[src/rtl/rms_defines.vh]
`ifndef RMS_ENGINE_DEFINES_VH
`define RMS_ENGINE_DEFINES_VH

// ==========================================================
// Register indices (byte address is four times the index)
`define IDX_MODE_CONTROL_TWO 8'h0C
`define IDX_WAVEFORM_SOURCE_SELECT 8'h0D
`define IDX_MEAS_IRQ_ENABLE_HIGH 8'hDB
`define IDX_CURRENT_RMS_RESULT 8'hE0
`define IDX_CURRENT_RMS_OFFSET 8'hE1
`define IDX_VOLTAGE_RMS_RESULT 8'hE2
`define IDX_VOLTAGE_RMS_OFFSET 8'hE3

// ==========================================================
// Field positions
`define BIT_RMS_ZERO_CROSS_UPDATE 3
`define BIT_WAVEFORM_SAMPLE_IRQ_ENABLE 0
`define WSEL_SOURCE_HI 2
`define WSEL_SOURCE_LO 0
`define WSEL_RATE_HI 4
`define WSEL_RATE_LO 3
`define WSRC_CURRENT_RMS 3'h5

// ==========================================================
// Reset values
`define RST_BYTE 8'h00
`define RST_OFFSET 12'h000
`define RST_RESULT 24'h000000

// ==========================================================
// Timing and scaling
`define UPDATE_DIV_LAST 3'h4
`define WAVE_DIV_BASE 11'h0A0
`define LPF_SHIFT 16
`define CUR_OFFSET_SHIFT 15
`define VOLT_OFFSET_SHIFT 6
`define VOLT_SAMPLE_SHIFT 8
`define WAVE_RMS_GAIN 5'h16
`define ROOT_DIGITS_PER_STEP 5
`define ROOT_LAST_STEP 3'h4
`define RESULT_MAX 24'hFFFFFF
`define MS_MAX 48'hFFFFFFFFFFFF

`endif

[src/rtl/rms_measurement_engine.v]
`timescale 1ns/1ps
// Summary of operation
// - Square samples, average in 2 Hz low-pass, then take square root.
// - Current and voltage rms run together, each in its own register.
// - Current rms goes to waveform output when selected and enabled.
// - Waveform current rms sample wraps above about 40 percent scale.
// - Current rms is unsigned 24-bit, LSB equal to a sample LSB.
// - Current rms updates every fifth clock unless zero-cross mode.
// - Zero-cross mode bit refreshes both results on voltage crossings.
// - Full-scale current gives about 0x172BA3 or 0x1CF68C by gain.
// - Current offset adds offset times 32768 to square before root.
// - Voltage rms unsigned 24-bit, updated every fifth clock unless zero-cross mode.
// - Full-scale voltage swing 0x28F5 peak gives about 0x1CF68C.
// - Voltage offset adds 64 times signed offset after the root.
module rms_measurement_engine (
	input wire mclk, // system clock
	input wire rst, // async reset, active high
	input wire ce, // clock enable, freezes all state
	input wire [23:0] current_sample, // signed current waveform sample
	input wire [15:0] voltage_sample, // signed filtered voltage sample
	input wire voltage_zero_cross, // pulse on voltage zero crossing
	input wire psel, // APB select
	input wire penable, // APB enable
	input wire pwrite, // APB direction
	input wire [11:0] paddr, // APB byte address
	input wire [31:0] pwdata, // APB write data
	output reg [31:0] prdata, // APB read data
	output reg pready, // APB ready
	output reg pslverr, // APB error on unmapped access
	output reg [23:0] wave_data_r, // waveform sample
	output reg wave_strobe_r // waveform sample strobe
);
`include "rms_defines.vh"

// ==========================================================
// Register state
reg [7:0] mode_control_two_r;
reg [7:0] waveform_source_select_r;
reg [7:0] measurement_irq_enable_high_r;
reg [11:0] current_rms_offset_r;
reg [11:0] voltage_rms_offset_r;
reg [23:0] current_rms_result_r;
reg [23:0] voltage_rms_result_r;
reg [23:0] current_rms_raw_r;
reg [23:0] voltage_rms_raw_r;
reg [2:0] update_div_r;
reg update_tick_r;
reg [10:0] wave_div_r;

wire rms_zero_cross_update;
wire waveform_sample_irq_enable;
wire [2:0] wave_source;
wire [1:0] wave_rate;
wire [10:0] wave_div_last;
wire [23:0] chan_x [0:1];
wire [47:0] chan_ms [0:1];
wire [47:0] chan_rad [0:1];
wire [23:0] chan_root [0:1];
wire chan_done [0:1];
wire [7:0] reg_index;
wire addr_aligned;

assign rms_zero_cross_update =
	mode_control_two_r[`BIT_RMS_ZERO_CROSS_UPDATE];
assign waveform_sample_irq_enable =
	measurement_irq_enable_high_r[`BIT_WAVEFORM_SAMPLE_IRQ_ENABLE];
assign wave_source =
	waveform_source_select_r[`WSEL_SOURCE_HI:`WSEL_SOURCE_LO];
assign wave_rate = waveform_source_select_r[`WSEL_RATE_HI:`WSEL_RATE_LO];
assign reg_index = paddr[9:2];
assign addr_aligned = (paddr[1:0] == 2'b00) && (paddr[11:10] == 2'b00);

// ==========================================================
// Functions

// Reads a mapped register; flags unmapped indices
function [32:0] read_reg;
	input [7:0] idx;
	begin
		if (idx == `IDX_MODE_CONTROL_TWO)
			read_reg = {1'b1, 24'h0, mode_control_two_r};
		else if (idx == `IDX_WAVEFORM_SOURCE_SELECT)
			read_reg = {1'b1, 24'h0, waveform_source_select_r};
		else if (idx == `IDX_MEAS_IRQ_ENABLE_HIGH)
			read_reg = {1'b1, 24'h0, measurement_irq_enable_high_r};
		else if (idx == `IDX_CURRENT_RMS_RESULT)
			read_reg = {1'b1, 8'h0, current_rms_result_r};
		else if (idx == `IDX_CURRENT_RMS_OFFSET)
			read_reg = {1'b1, 20'h0, current_rms_offset_r};
		else if (idx == `IDX_VOLTAGE_RMS_RESULT)
			read_reg = {1'b1, 8'h0, voltage_rms_result_r};
		else if (idx == `IDX_VOLTAGE_RMS_OFFSET)
			read_reg = {1'b1, 20'h0, voltage_rms_offset_r};
		else
			read_reg = 33'h0;
	end
endfunction

// True when a write to this index is mapped and writable
function is_writable;
	input [7:0] idx;
	begin
		is_writable = (idx == `IDX_MODE_CONTROL_TWO) ||
			(idx == `IDX_WAVEFORM_SOURCE_SELECT) ||
			(idx == `IDX_MEAS_IRQ_ENABLE_HIGH) ||
			(idx == `IDX_CURRENT_RMS_OFFSET) ||
			(idx == `IDX_VOLTAGE_RMS_OFFSET);
	end
endfunction

// Clamps a corrected voltage root into the 24-bit result range; a
// negative offset on a quiet channel must read zero, not wrap high
function [23:0] clamp_result;
	input [25:0] val;
	begin
		if (val[25])
			clamp_result = `RST_RESULT;
		else if (val[24])
			clamp_result = `RESULT_MAX;
		else
			clamp_result = val[23:0];
	end
endfunction

// Refusal decode from the setup-phase address and direction
wire [32:0] read_word;
wire access_refused;
assign read_word = read_reg(reg_index);
assign access_refused = !addr_aligned ||
	(pwrite ? !is_writable(reg_index) : !read_word[32]);

// ==========================================================
// APB slave, zero wait states; answer prepared in setup phase
always @(posedge mclk or posedge rst)
begin
	if (rst)
	begin
		prdata <= 32'h0;
		pready <= 1'b0;
		pslverr <= 1'b0;
		mode_control_two_r <= `RST_BYTE;
		waveform_source_select_r <= `RST_BYTE;
		measurement_irq_enable_high_r <= `RST_BYTE;
		current_rms_offset_r <= `RST_OFFSET;
		voltage_rms_offset_r <= `RST_OFFSET;
	end
	else if (ce)
	begin
		pready <= psel && !penable;
		pslverr <= 1'b0; // Error stands with ready only
		if (psel && !penable)
		begin
			// Read-only results refuse writes with an error
			prdata <= pwrite ? 32'h0 : read_word[31:0];
			pslverr <= access_refused;
		end
		if (psel && penable && pready && pwrite && !pslverr)
		begin
			if (reg_index == `IDX_MODE_CONTROL_TWO)
				mode_control_two_r <= pwdata[7:0];
			else if (reg_index == `IDX_WAVEFORM_SOURCE_SELECT)
				waveform_source_select_r <= pwdata[7:0];
			else if (reg_index == `IDX_MEAS_IRQ_ENABLE_HIGH)
				measurement_irq_enable_high_r <= pwdata[7:0];
			else if (reg_index == `IDX_CURRENT_RMS_OFFSET)
				current_rms_offset_r <= pwdata[11:0];
			else if (reg_index == `IDX_VOLTAGE_RMS_OFFSET)
				voltage_rms_offset_r <= pwdata[11:0];
		end
	end
end

// ==========================================================
// Update tick at one fifth of the clock
// One tick serves both channels, so the two results stay in step
always @(posedge mclk or posedge rst)
begin
	if (rst)
	begin
		update_div_r <= 3'h0;
		update_tick_r <= 1'b0;
	end
	else if (ce)
	begin
		update_tick_r <= (update_div_r == `UPDATE_DIV_LAST);
		if (update_div_r == `UPDATE_DIV_LAST)
			update_div_r <= 3'h0;
		else
			update_div_r <= update_div_r + 3'h1;
	end
end

// ==========================================================
// Channel inputs; voltage scaled so 0x28F5 peak lands near 0x1CF68C
// Voltage path has 16 bits; shifting by eight puts both on one scale
assign chan_x[0] = current_sample;
assign chan_x[1] = {voltage_sample, 8'h00};

// ==========================================================
// Per-channel square, average and root, both channels in parallel
genvar ch;
generate
	for (ch = 0; ch < 2; ch = ch + 1)
	begin : g_chan
		reg [63:0] lpf_acc_r;
		wire [23:0] mag;
		wire [47:0] square;

		assign mag = chan_x[ch][23] ? (~chan_x[ch] + 24'h1) : chan_x[ch];
		assign square = mag * mag;

		// First-order average: corner near 2 Hz at 4.096 MHz / 5
		// The slow corner means a fresh input needs hundreds of
		// thousands of clocks to settle; reads before that see a
		// partial average, not a wrong one
		always @(posedge mclk or posedge rst)
		begin
			if (rst)
				lpf_acc_r <= 64'h0;
			else if (ce && update_tick_r)
				lpf_acc_r <= lpf_acc_r - {16'h0, lpf_acc_r[63:`LPF_SHIFT]} +
					{16'h0, square};
		end
		assign chan_ms[ch] = lpf_acc_r[63:`LPF_SHIFT];

		// Root restarts on every tick; five digits a cycle finish it
		// just before the next tick, so no average is ever skipped
		rms_root_unit u_root (
			.mclk(mclk),
			.rst(rst),
			.ce(ce),
			.start(update_tick_r),
			.radicand(chan_rad[ch]),
			.root(chan_root[ch]),
			.done(chan_done[ch])
		);
	end
endgenerate

// ==========================================================
// Current offset acts on the square, clamped to the 48-bit range
// Weight 32768 per offset step follows the correction equation;
// a quiet channel then reads the square root of the offset term
wire signed [50:0] cur_ms_corr;
assign cur_ms_corr = $signed({3'b000, chan_ms[0]}) +
	($signed({{39{current_rms_offset_r[11]}}, current_rms_offset_r})
	<<< `CUR_OFFSET_SHIFT);
assign chan_rad[0] = cur_ms_corr[50] ? 48'h0 :
	(|cur_ms_corr[49:48]) ? `MS_MAX : cur_ms_corr[47:0];
assign chan_rad[1] = chan_ms[1];

// ==========================================================
// Voltage offset acts linearly on the root, clamped to 24 bits
// Unlike the current offset it is linear, so it can push below zero
wire signed [25:0] volt_corr;
assign volt_corr = $signed({2'b00, chan_root[1]}) +
	($signed({{14{voltage_rms_offset_r[11]}}, voltage_rms_offset_r})
	<<< `VOLT_OFFSET_SHIFT);

// ==========================================================
// Latest roots, then publish per tick or on voltage zero crossing
// Held roots keep running in zero-cross mode for the next crossing
always @(posedge mclk or posedge rst)
begin
	if (rst)
	begin
		current_rms_raw_r <= `RST_RESULT;
		voltage_rms_raw_r <= `RST_RESULT;
	end
	else if (ce)
	begin
		if (chan_done[0])
			current_rms_raw_r <= chan_root[0];
		if (chan_done[1])
			voltage_rms_raw_r <= clamp_result(volt_corr);
	end
end

// Zero-cross mode copies the newest held value, so a crossing that
// lands between roots still publishes a fresh average
// A crossing pulse in normal mode is ignored
always @(posedge mclk or posedge rst)
begin
	if (rst)
	begin
		current_rms_result_r <= `RST_RESULT;
		voltage_rms_result_r <= `RST_RESULT;
	end
	else if (ce)
	begin
		if (rms_zero_cross_update)
		begin
			if (voltage_zero_cross)
			begin
				current_rms_result_r <= current_rms_raw_r;
				voltage_rms_result_r <= voltage_rms_raw_r;
			end
		end
		else
		begin
			if (chan_done[0])
				current_rms_result_r <= chan_root[0];
			if (chan_done[1])
				voltage_rms_result_r <= clamp_result(volt_corr);
		end
	end
end

// ==========================================================
// Waveform path: rate divider 160, 320, 640 or 1280 clocks
assign wave_div_last = (`WAVE_DIV_BASE << wave_rate) - 11'h1;

// Scaled sample runs past 24 bits near 40 percent and wraps
// Only the low 24 bits leave; software must keep inputs below that
wire [28:0] wave_scaled;
assign wave_scaled = current_rms_raw_r * `WAVE_RMS_GAIN;

always @(posedge mclk or posedge rst)
begin
	if (rst)
	begin
		wave_div_r <= 11'h0;
		wave_data_r <= `RST_RESULT;
		wave_strobe_r <= 1'b0;
	end
	else if (ce)
	begin
		wave_strobe_r <= 1'b0;
		if (!(waveform_sample_irq_enable &&
			wave_source == `WSRC_CURRENT_RMS))
			wave_div_r <= 11'h0;
		else if (wave_div_r >= wave_div_last)
		begin
			wave_div_r <= 11'h0;
			wave_data_r <= wave_scaled[23:0];
			wave_strobe_r <= 1'b1;
		end
		else
			wave_div_r <= wave_div_r + 11'h1;
	end
end

endmodule // rms_measurement_engine

[src/rtl/rms_root_unit.v]
`timescale 1ns/1ps
// Square root of a 48-bit mean square, five result digits per cycle,
// so a new root is ready exactly five cycles after start.
module rms_root_unit (
	input wire mclk, // system clock
	input wire rst, // async reset, active high
	input wire ce, // clock enable
	input wire start, // one-cycle start pulse
	input wire [47:0] radicand, // value to root
	output reg [23:0] root, // finished root
	output reg done // one-cycle done pulse
);
`include "rms_defines.vh"

reg [49:0] rad_r;
reg [27:0] rem_r;
reg [24:0] acc_r;
reg [2:0] step_r;
reg busy_r;
reg [49:0] rad_nxt;
reg [27:0] rem_nxt;
reg [24:0] acc_nxt;
reg [27:0] trial;
integer i;

// ==========================================================
// Digit recurrence
// Start restarts from scratch even while busy, so back-to-back works
always @*
begin
	rad_nxt = start ? {2'b00, radicand} : rad_r;
	rem_nxt = start ? 28'h0 : rem_r;
	acc_nxt = start ? 25'h0 : acc_r;
	trial = 28'h0;
	for (i = 0; i < `ROOT_DIGITS_PER_STEP; i = i + 1)
	begin
		rem_nxt = {rem_nxt[25:0], rad_nxt[49:48]};
		rad_nxt = {rad_nxt[47:0], 2'b00};
		trial = {1'b0, acc_nxt, 2'b01};
		if (rem_nxt >= trial)
		begin
			rem_nxt = rem_nxt - trial;
			acc_nxt = {acc_nxt[23:0], 1'b1};
		end
		else
			acc_nxt = {acc_nxt[23:0], 1'b0};
	end
end

// ==========================================================
// Step sequencing
always @(posedge mclk or posedge rst)
begin
	if (rst)
	begin
		rad_r <= 50'h0;
		rem_r <= 28'h0;
		acc_r <= 25'h0;
		step_r <= 3'h0;
		busy_r <= 1'b0;
		root <= 24'h0;
		done <= 1'b0;
	end
	else if (ce)
	begin
		done <= 1'b0;
		if (start || busy_r)
		begin
			rad_r <= rad_nxt;
			rem_r <= rem_nxt;
			acc_r <= acc_nxt;
			step_r <= start ? 3'h1 : step_r + 3'h1;
			busy_r <= 1'b1;
			if (!start && step_r == `ROOT_LAST_STEP)
			begin
				busy_r <= 1'b0;
				done <= 1'b1;
				root <= acc_nxt[23:0]; // Root of 48 bits fits 24
			end
		end
	end
end

endmodule // rms_root_unit

[config.mk]
export PLATFORM = sky130hd
export DESIGN_NAME = rms_measurement_engine
export DESIGN_NICKNAME = d
export VERILOG_FILES = /design/src/rtl/rms_measurement_engine.v /design/src/rtl/rms_root_unit.v
export VERILOG_INCLUDE_DIRS = /design/src /design/src/rtl
export SDC_FILE = /design/constraint.sdc
export NUM_CORES = 2
export LEC_CHECK = 0
export ABC_AREA = 1
export BUFFER_PORTS_ARGS = -buffer_cell sky130_fd_sc_hd__buf_4
export CAP_MARGIN = 20
export CORE_AREA = 8 8 450 452
export CTS_CLUSTER_SIZE = 12
export DETAILED_ROUTE_END_ITERATION = 16
export DIE_AREA = 0 0 458 460
export SYNTH_ARGS = -nofsm -noshare
export SYNTH_HDL_FRONTEND = slang
export SYNTH_SLANG_ARGS = --single-unit
[constraint.sdc]
create_clock -name mclk -period 17.3 [get_ports mclk]
set_clock_uncertainty 0.05 [all_clocks]
set_input_delay 1.73 -clock mclk [delete_from_list [all_inputs] [get_ports mclk]]
set_output_delay 1.73 -clock mclk [all_outputs]
set_load 0.01 [all_outputs]
# Word-level counts from Yosys, hierarchy flattened
# Cells that the tools add are included.
# word_totals
reg_bits	585
latch_bits	0
ram_bits	0
romBits	0
output_inout_bits	59
elab_cells	193
n_memories	0
# op_classes
addsub	23
n_mul	3
div_mod_pow	0
n_lt_le_gt_ge	11
eq_ne	12
shifts	1
muxes	61
bitwise	6
reduce_logical	43
# op_table
operator	n
$mux 26	12
$ge 28x27->1	10
$sub 26x26->26	10
$mux 24	10
$mux 33	7
$add 64x48->64	2
$sub 64x48->64	2
$mux 50	2
$mul 24x24->48	2
$mux 48	2
$add 49x27->50	1
$mux 25	2
$add 24x1->24 const B	2
$not 24->24	2
$eq 8x8->1 const B	5
$mux 32	1
$add 25x18->26	1
$mul 24x4->23 const B	1
$mux 11	2
$mux 1	20
$reduce_and 3->1	6
$eq 8x4->1 const B	2
$eq 3x3->1 const B	4
$add 11x1->11 const B	1
18 further kinds	51

# Depth between registers and ports, before layout
# logic_depth
word_depth	15
depth_mapped	103
depth_no_buf	91

# Cells and area by module
# Synthesis repeated with hierarchy kept, for this count alone.
# hier_totals
cells_unflattened	11983
hier_area_um2	84621.2
# by_module_without_submodules
module	instances	cells_per_inst	area_each_um2	seq_area_each_um2
rms_measurement_engine	1	7948	58114.5	8433.1
rms_root_unit (g_chan[1].u_root)	1	2048	13314.0	3002.9
rms_root_unit (g_chan[0].u_root)	1	1987	13192.7	3002.9

# Least setup slack after synthesis
# OpenSTA, ideal clock, no wires.
# synth_timing
path_type	flip-flop to flip-flop
startpoint	register update_tick_r
endpoint	register g_chan[1].u_root.rem_r[22]
arrival_time_ns	13.807
t_required_ns	17.118
slack_ns	3.311
stages_incl_launch_ff	98
path_buffers	16
period_less_slack_ns	13.989
path_cell_list	dfrtp_1 buf_6 buf_4 clkbuf_1 clkbuf_1 clkbuf_1 clkbuf_1 clkbuf_1 clkbuf_1 nor2_1 ha_1 a21o_1 a21oi_1 o21ai_0 a221oi_1 nand3_2 inv_2 clkbuf_1 [... 62 more ...] nand3_1 nand2_1 a31oi_1 o21ai_1 a21oi_1 inv_1 a21oi_1 o21ai_0 nand3_1 nand2_1 a21o_1 nor2_1 nand2_2 buf_4 nand2_1 nand2_1 nand2_1 o21ai_0
# synth_via
elab_chain_cells	11
elab_cells_between_ends	24
# synth_lines
element	line	rtl
start, declared	rms_measurement_engine.v:47	reg update_tick_r;
start signal, assigned	rms_measurement_engine.v:185	update_tick_r <= (update_div_r == `UPDATE_DIV_LAST);
$mux 50, or another cell as far along	rms_root_unit.v:31	rad_nxt = start ? {2'b00, radicand} : rad_r;
$sub 26x26->26 or $ge 28x27->1 (tied branches)	rms_root_unit.v:42, rms_root_unit.v:40	
$mux 26 or $mux 1 (tied branches)	rms_root_unit.v:40	if (rem_nxt >= trial)
$sub 26x26->26 or $ge 28x27->1 (tied branches)	rms_root_unit.v:42, rms_root_unit.v:40	
$mux 26 or $mux 1 (tied branches)	rms_root_unit.v:40	
$sub 26x26->26 or $ge 28x27->1 (tied branches)	rms_root_unit.v:42, rms_root_unit.v:40	
$mux 26 or $mux 1 (tied branches)	rms_root_unit.v:40	
$sub 26x26->26 or $ge 28x27->1 (tied branches)	rms_root_unit.v:42, rms_root_unit.v:40	
$mux 26 or $mux 1 (tied branches)	rms_root_unit.v:40	
$sub 26x26->26 or $ge 28x27->1 (tied branches)	rms_root_unit.v:42, rms_root_unit.v:40	
$mux 26	rms_root_unit.v:40	
end signal, assigned	rms_root_unit.v:70	rem_r <= rem_nxt;
end, declared	rms_root_unit.v:16	reg [27:0] rem_r;
# Several ways; a longest one is shown, not always the timed one.
# A chain may end at the register's enable or synchronous reset.

# Final worst setup path
# layout_timing
startpoint	register update_tick_r
endpoint	register g_chan[1].u_root.rem_r[11]
# The elaborated chain is that of the path after synthesis.

==> qor.csv <==
metric,value,unit
# hold bufs at CTS,0,
routed length per instance,18.78,um
DR DRC count,0,
initial drt markers,5414,
post-CTS resize count,0,
fin crit share,0.8978,
Fmax,0.06439,GHz
io pins,150,
crit-path max cell delay,0.76,ns
vias in the first global route,69090,
Post-synth EDFFs,0,
launch point of the worst reg-to-reg path,update_tick_r$_DFFE_PP0P_,
hold_ws,0.4281,ns
Setup WS post-layout,1.769,ns
Post-CTS Setup Bufs,0,
crit path DAT,16.09,ns
CTS Sinks,577,
final antenna-violating net count,0,
Syn. warnings,0,
Critical-path top delay cell,buf_4,
RSZ-0062 raised after global routing,no,
R2R cell count,90,
status,finished clean,
post-DR vias/cell,5.217,
layout cells sized above 1,0.07789,
Worst slew margin,0.2540,
unique cell type count in the Yosys netlist,74,
Main synth FF type,dfrtp_1,
# setup viols final,0,
GRT overflow,0,
FILL cells,19940,
CTS tree,built,
Die Y,460,um
Clock Root Buffer,clkbuf_16,
worst hold path type,reg2reg,
largest net degree at the start of global routing,165,
initial antenna violation count,2,
Final nets,12340,
clock-pin slew on the worst setup and hold paths,0.06,ns
Max Cap Violations,0,
first-pass GRT wire length,390700,um
area occupied by multi-input gates,55050,um2
IO Port Bufs,120,
mapped cell area,77520,um2
Reg area,14440,um2
clk_lat worst skew,0.71,ns
Core Area,195800,um2
syn avg cell area,7.587,um2
Area growth syn-to-layout,11.86,%
CP endpoint,g_chan[1].u_root.rem_r[11]$_DFFE_PP0P_,
r2r setup slk,1.77,ns
Final Critical Period,15.53,ns
GP Congestion,0.9269,
Worst EP required,17.86,ns
CP startpoint,update_tick_r$_DFFE_PP0P_,
Final TNS setup,0,ns
Worst-Margin Slew,1.119,ns
sequential area share after synthesis,0.1863,
initial core utilization,0.3960,
"most used cell, CP",nand2_1,
Finished Core Util,0.4429,
"critical path fanouts, max",100,
H-tree Lvls,3,
DP HPWL,200800,um
drt pass-1 iters,5,
"flops & latches, synth",577,
TritonCTS Buffers,75,
WS Path Type,reg2reg,
r2r endpoint,g_chan[1].u_root.rem_r[11]$_DFFE_PP0P_,
Setup crit end kind,flip-flop,
dpl ws,1.897,ns
CTS Buffer Depth,3,
Post-Route WL,248400,um
Vias,69010,
critical path launch point type,flip-flop,
Final Hold Fails,0,
Total Routing Usage GR,0.2314,
Final Max Tran Viols,0,
Die W,458,um
die area,210700,um2
cells after synthesis,10220,
"Async S/R FF share, synth",1.000,
# rows,163,
## layout by cell type (no fill, tap or decap), types with 20 or more instances in the layout
cell type,n
or2_2,71
nand2_2,20
nor2_1,902
nand4_1,48
conb_1,45
xnor2_1,170
clkbuf_16,75
a31oi_1,108
nor4_1,23
fa_1,783
o21a_1,31
o21ai_1,46
nor3_1,85
buf_4,530
a21oi_1,638
o21ai_0,920
ha_1,850
dfrtp_1,576
a21o_1,41
o22ai_1,28
nand2_1,1980
clkinv_1,23
xor2_1,179
o211ai_1,45
nand3b_1,21
inv_1,1854
o21bai_1,29
nand3_1,266
## cells in the mapped netlist (all sizes together), types with 10 or more instances
master	instances	area, um2
nand2	2003	7584
inv	1867	7013
o21ai	981	4959
nor2	911	3461
ha	850	10640
fa	783	15680
a21oi	643	3252
dfrtp	577	14440
nand3	279	1476
clkbuf	202	758.2
xor2	180	1577
xnor2	170	1489
a31oi	108	675.7
nor3	87	445.4
or2	73	456.7
buf	62	377.9
nand4	48	300.3
o211ai	46	350.3
a21o	41	307.8
o21a	31	232.7
o21bai	29	217.7
o22ai	28	175.2
nor4	24	150.1
clkinv	23	86.33
nand3b	21	157.7
o221ai	18	157.7
o31ai	18	135.1
a211oi	17	132.6
a221oi	17	148.9
a22o	15	131.4
a21boi	11	86.33
a22oi	10	85.08
## cells by family (layout without fill, tap and decap cells)
family,after synthesis,in the layout,share of synthesized area
xor gates and xnor gates,350,350,0.03954
buffers and inverters,2154,2562,0.1062
AOI/OAI and AO/OA,2041,2041,0.1459
and+or+nand+nor,3456,3456,0.1820
other,2,47,0.00009687
DFF,577,577,0.1863
muxes,5,5,0.0006456
adders and majority gates,1633,1633,0.3394
## layout make-up
cell class | instances | area share
multi-input combinational | 7530 | 0.6349
sequential | 577 | 0.1666
tap | 2557 | 0.03689
clock inverter | 40 | 0.008528
clock buffer | 95 | 0.02355
timing repair buffer | 537 | 0.04759
antenna | 2 | 0.00005772
inverter | 1890 | 0.08194
## metal layers
layer | share of wire | vias up | global-route usage | wire length [um]
met4 | 0.031 | 0 | 0.06390 | 7781
met3 | 0.057 | 388 | 0.02670 | 14110
met2 | 0.45 | 1983 | 0.3759 | 111600
met1 | 0.46 | 33200 | 0.3274 | 114900
met5 | 0 | - | 0 | 0
li1 | - | 33440 | - | -
## metrics by stage
step | instances | instance area, um2
after floorplan | 10260 | 77690
after global placement | 13090 | 83870
after detailed placement | 13090 | 83870
after CTS | 13220 | 86650
after global routing | 13230 | 86710
final | 13230 | 86710
## worst max-delay path: cells and delay by family (launching register included)
family / cells / cell delay, ns
and+or+nand+nor: 40 / 4.17
muxes: 1 / 0.21
xor gates and xnor gates: 1 / 0.18
buffers and inverters: 14 / 2.69
adders and majority gates: 5 / 1.91
AOI/OAI and AO/OA: 29 / 5.72
DFF: 1 / 0.44
## sequential cells by signal (all words and copies together) (netlist names), 8 cells and up
name                           count
voltage_rms_result_r              24
current_rms_raw_r                 24
wave_div_r                        11
current_rms_result_r              24
g_chan.u_root.acc_r               50
g_chan.u_root.rad_r               80
g_chan.lpf_acc_r                 128
mode_control_two_r                 8
waveform_source_select_r           8
voltage_rms_offset_r              12
current_rms_offset_r              12
g_chan.u_root.root                48
g_chan.u_root.rem_r               52
measurement_irq_enable_high_r      8
voltage_rms_raw_r                 24
wave_data_r                       23
prdata                            24
## worst min-delay path by stage
stage	start	endpoint	slack [ns]	depth (start not counted)
after floorplan	g_chan[1].u_root.rad_r[15]$_DFFE_PP0P_	g_chan[1].u_root.rad_r[15]$_DFFE_PP0P_	0.39	2
after global placement	g_chan[1].u_root.rad_r[15]$_DFFE_PP0P_	g_chan[1].u_root.rad_r[15]$_DFFE_PP0P_	0.40	2
after detailed placement	g_chan[1].u_root.rad_r[15]$_DFFE_PP0P_	g_chan[1].u_root.rad_r[15]$_DFFE_PP0P_	0.41	2
after CTS	g_chan[1].u_root.rad_r[15]$_DFFE_PP0P_	g_chan[1].u_root.rad_r[15]$_DFFE_PP0P_	0.42	2
after global routing	g_chan[0].u_root.rad_r[13]$_DFFE_PP0P_	g_chan[0].u_root.rad_r[13]$_DFFE_PP0P_	0.45	2
final	g_chan[1].u_root.rad_r[13]$_DFFE_PP0P_	g_chan[1].u_root.rad_r[13]$_DFFE_PP0P_	0.43	2
Power is not shown: default switching activity piles up to over one toggle a cycle in this logic, so the estimate is an artifact.
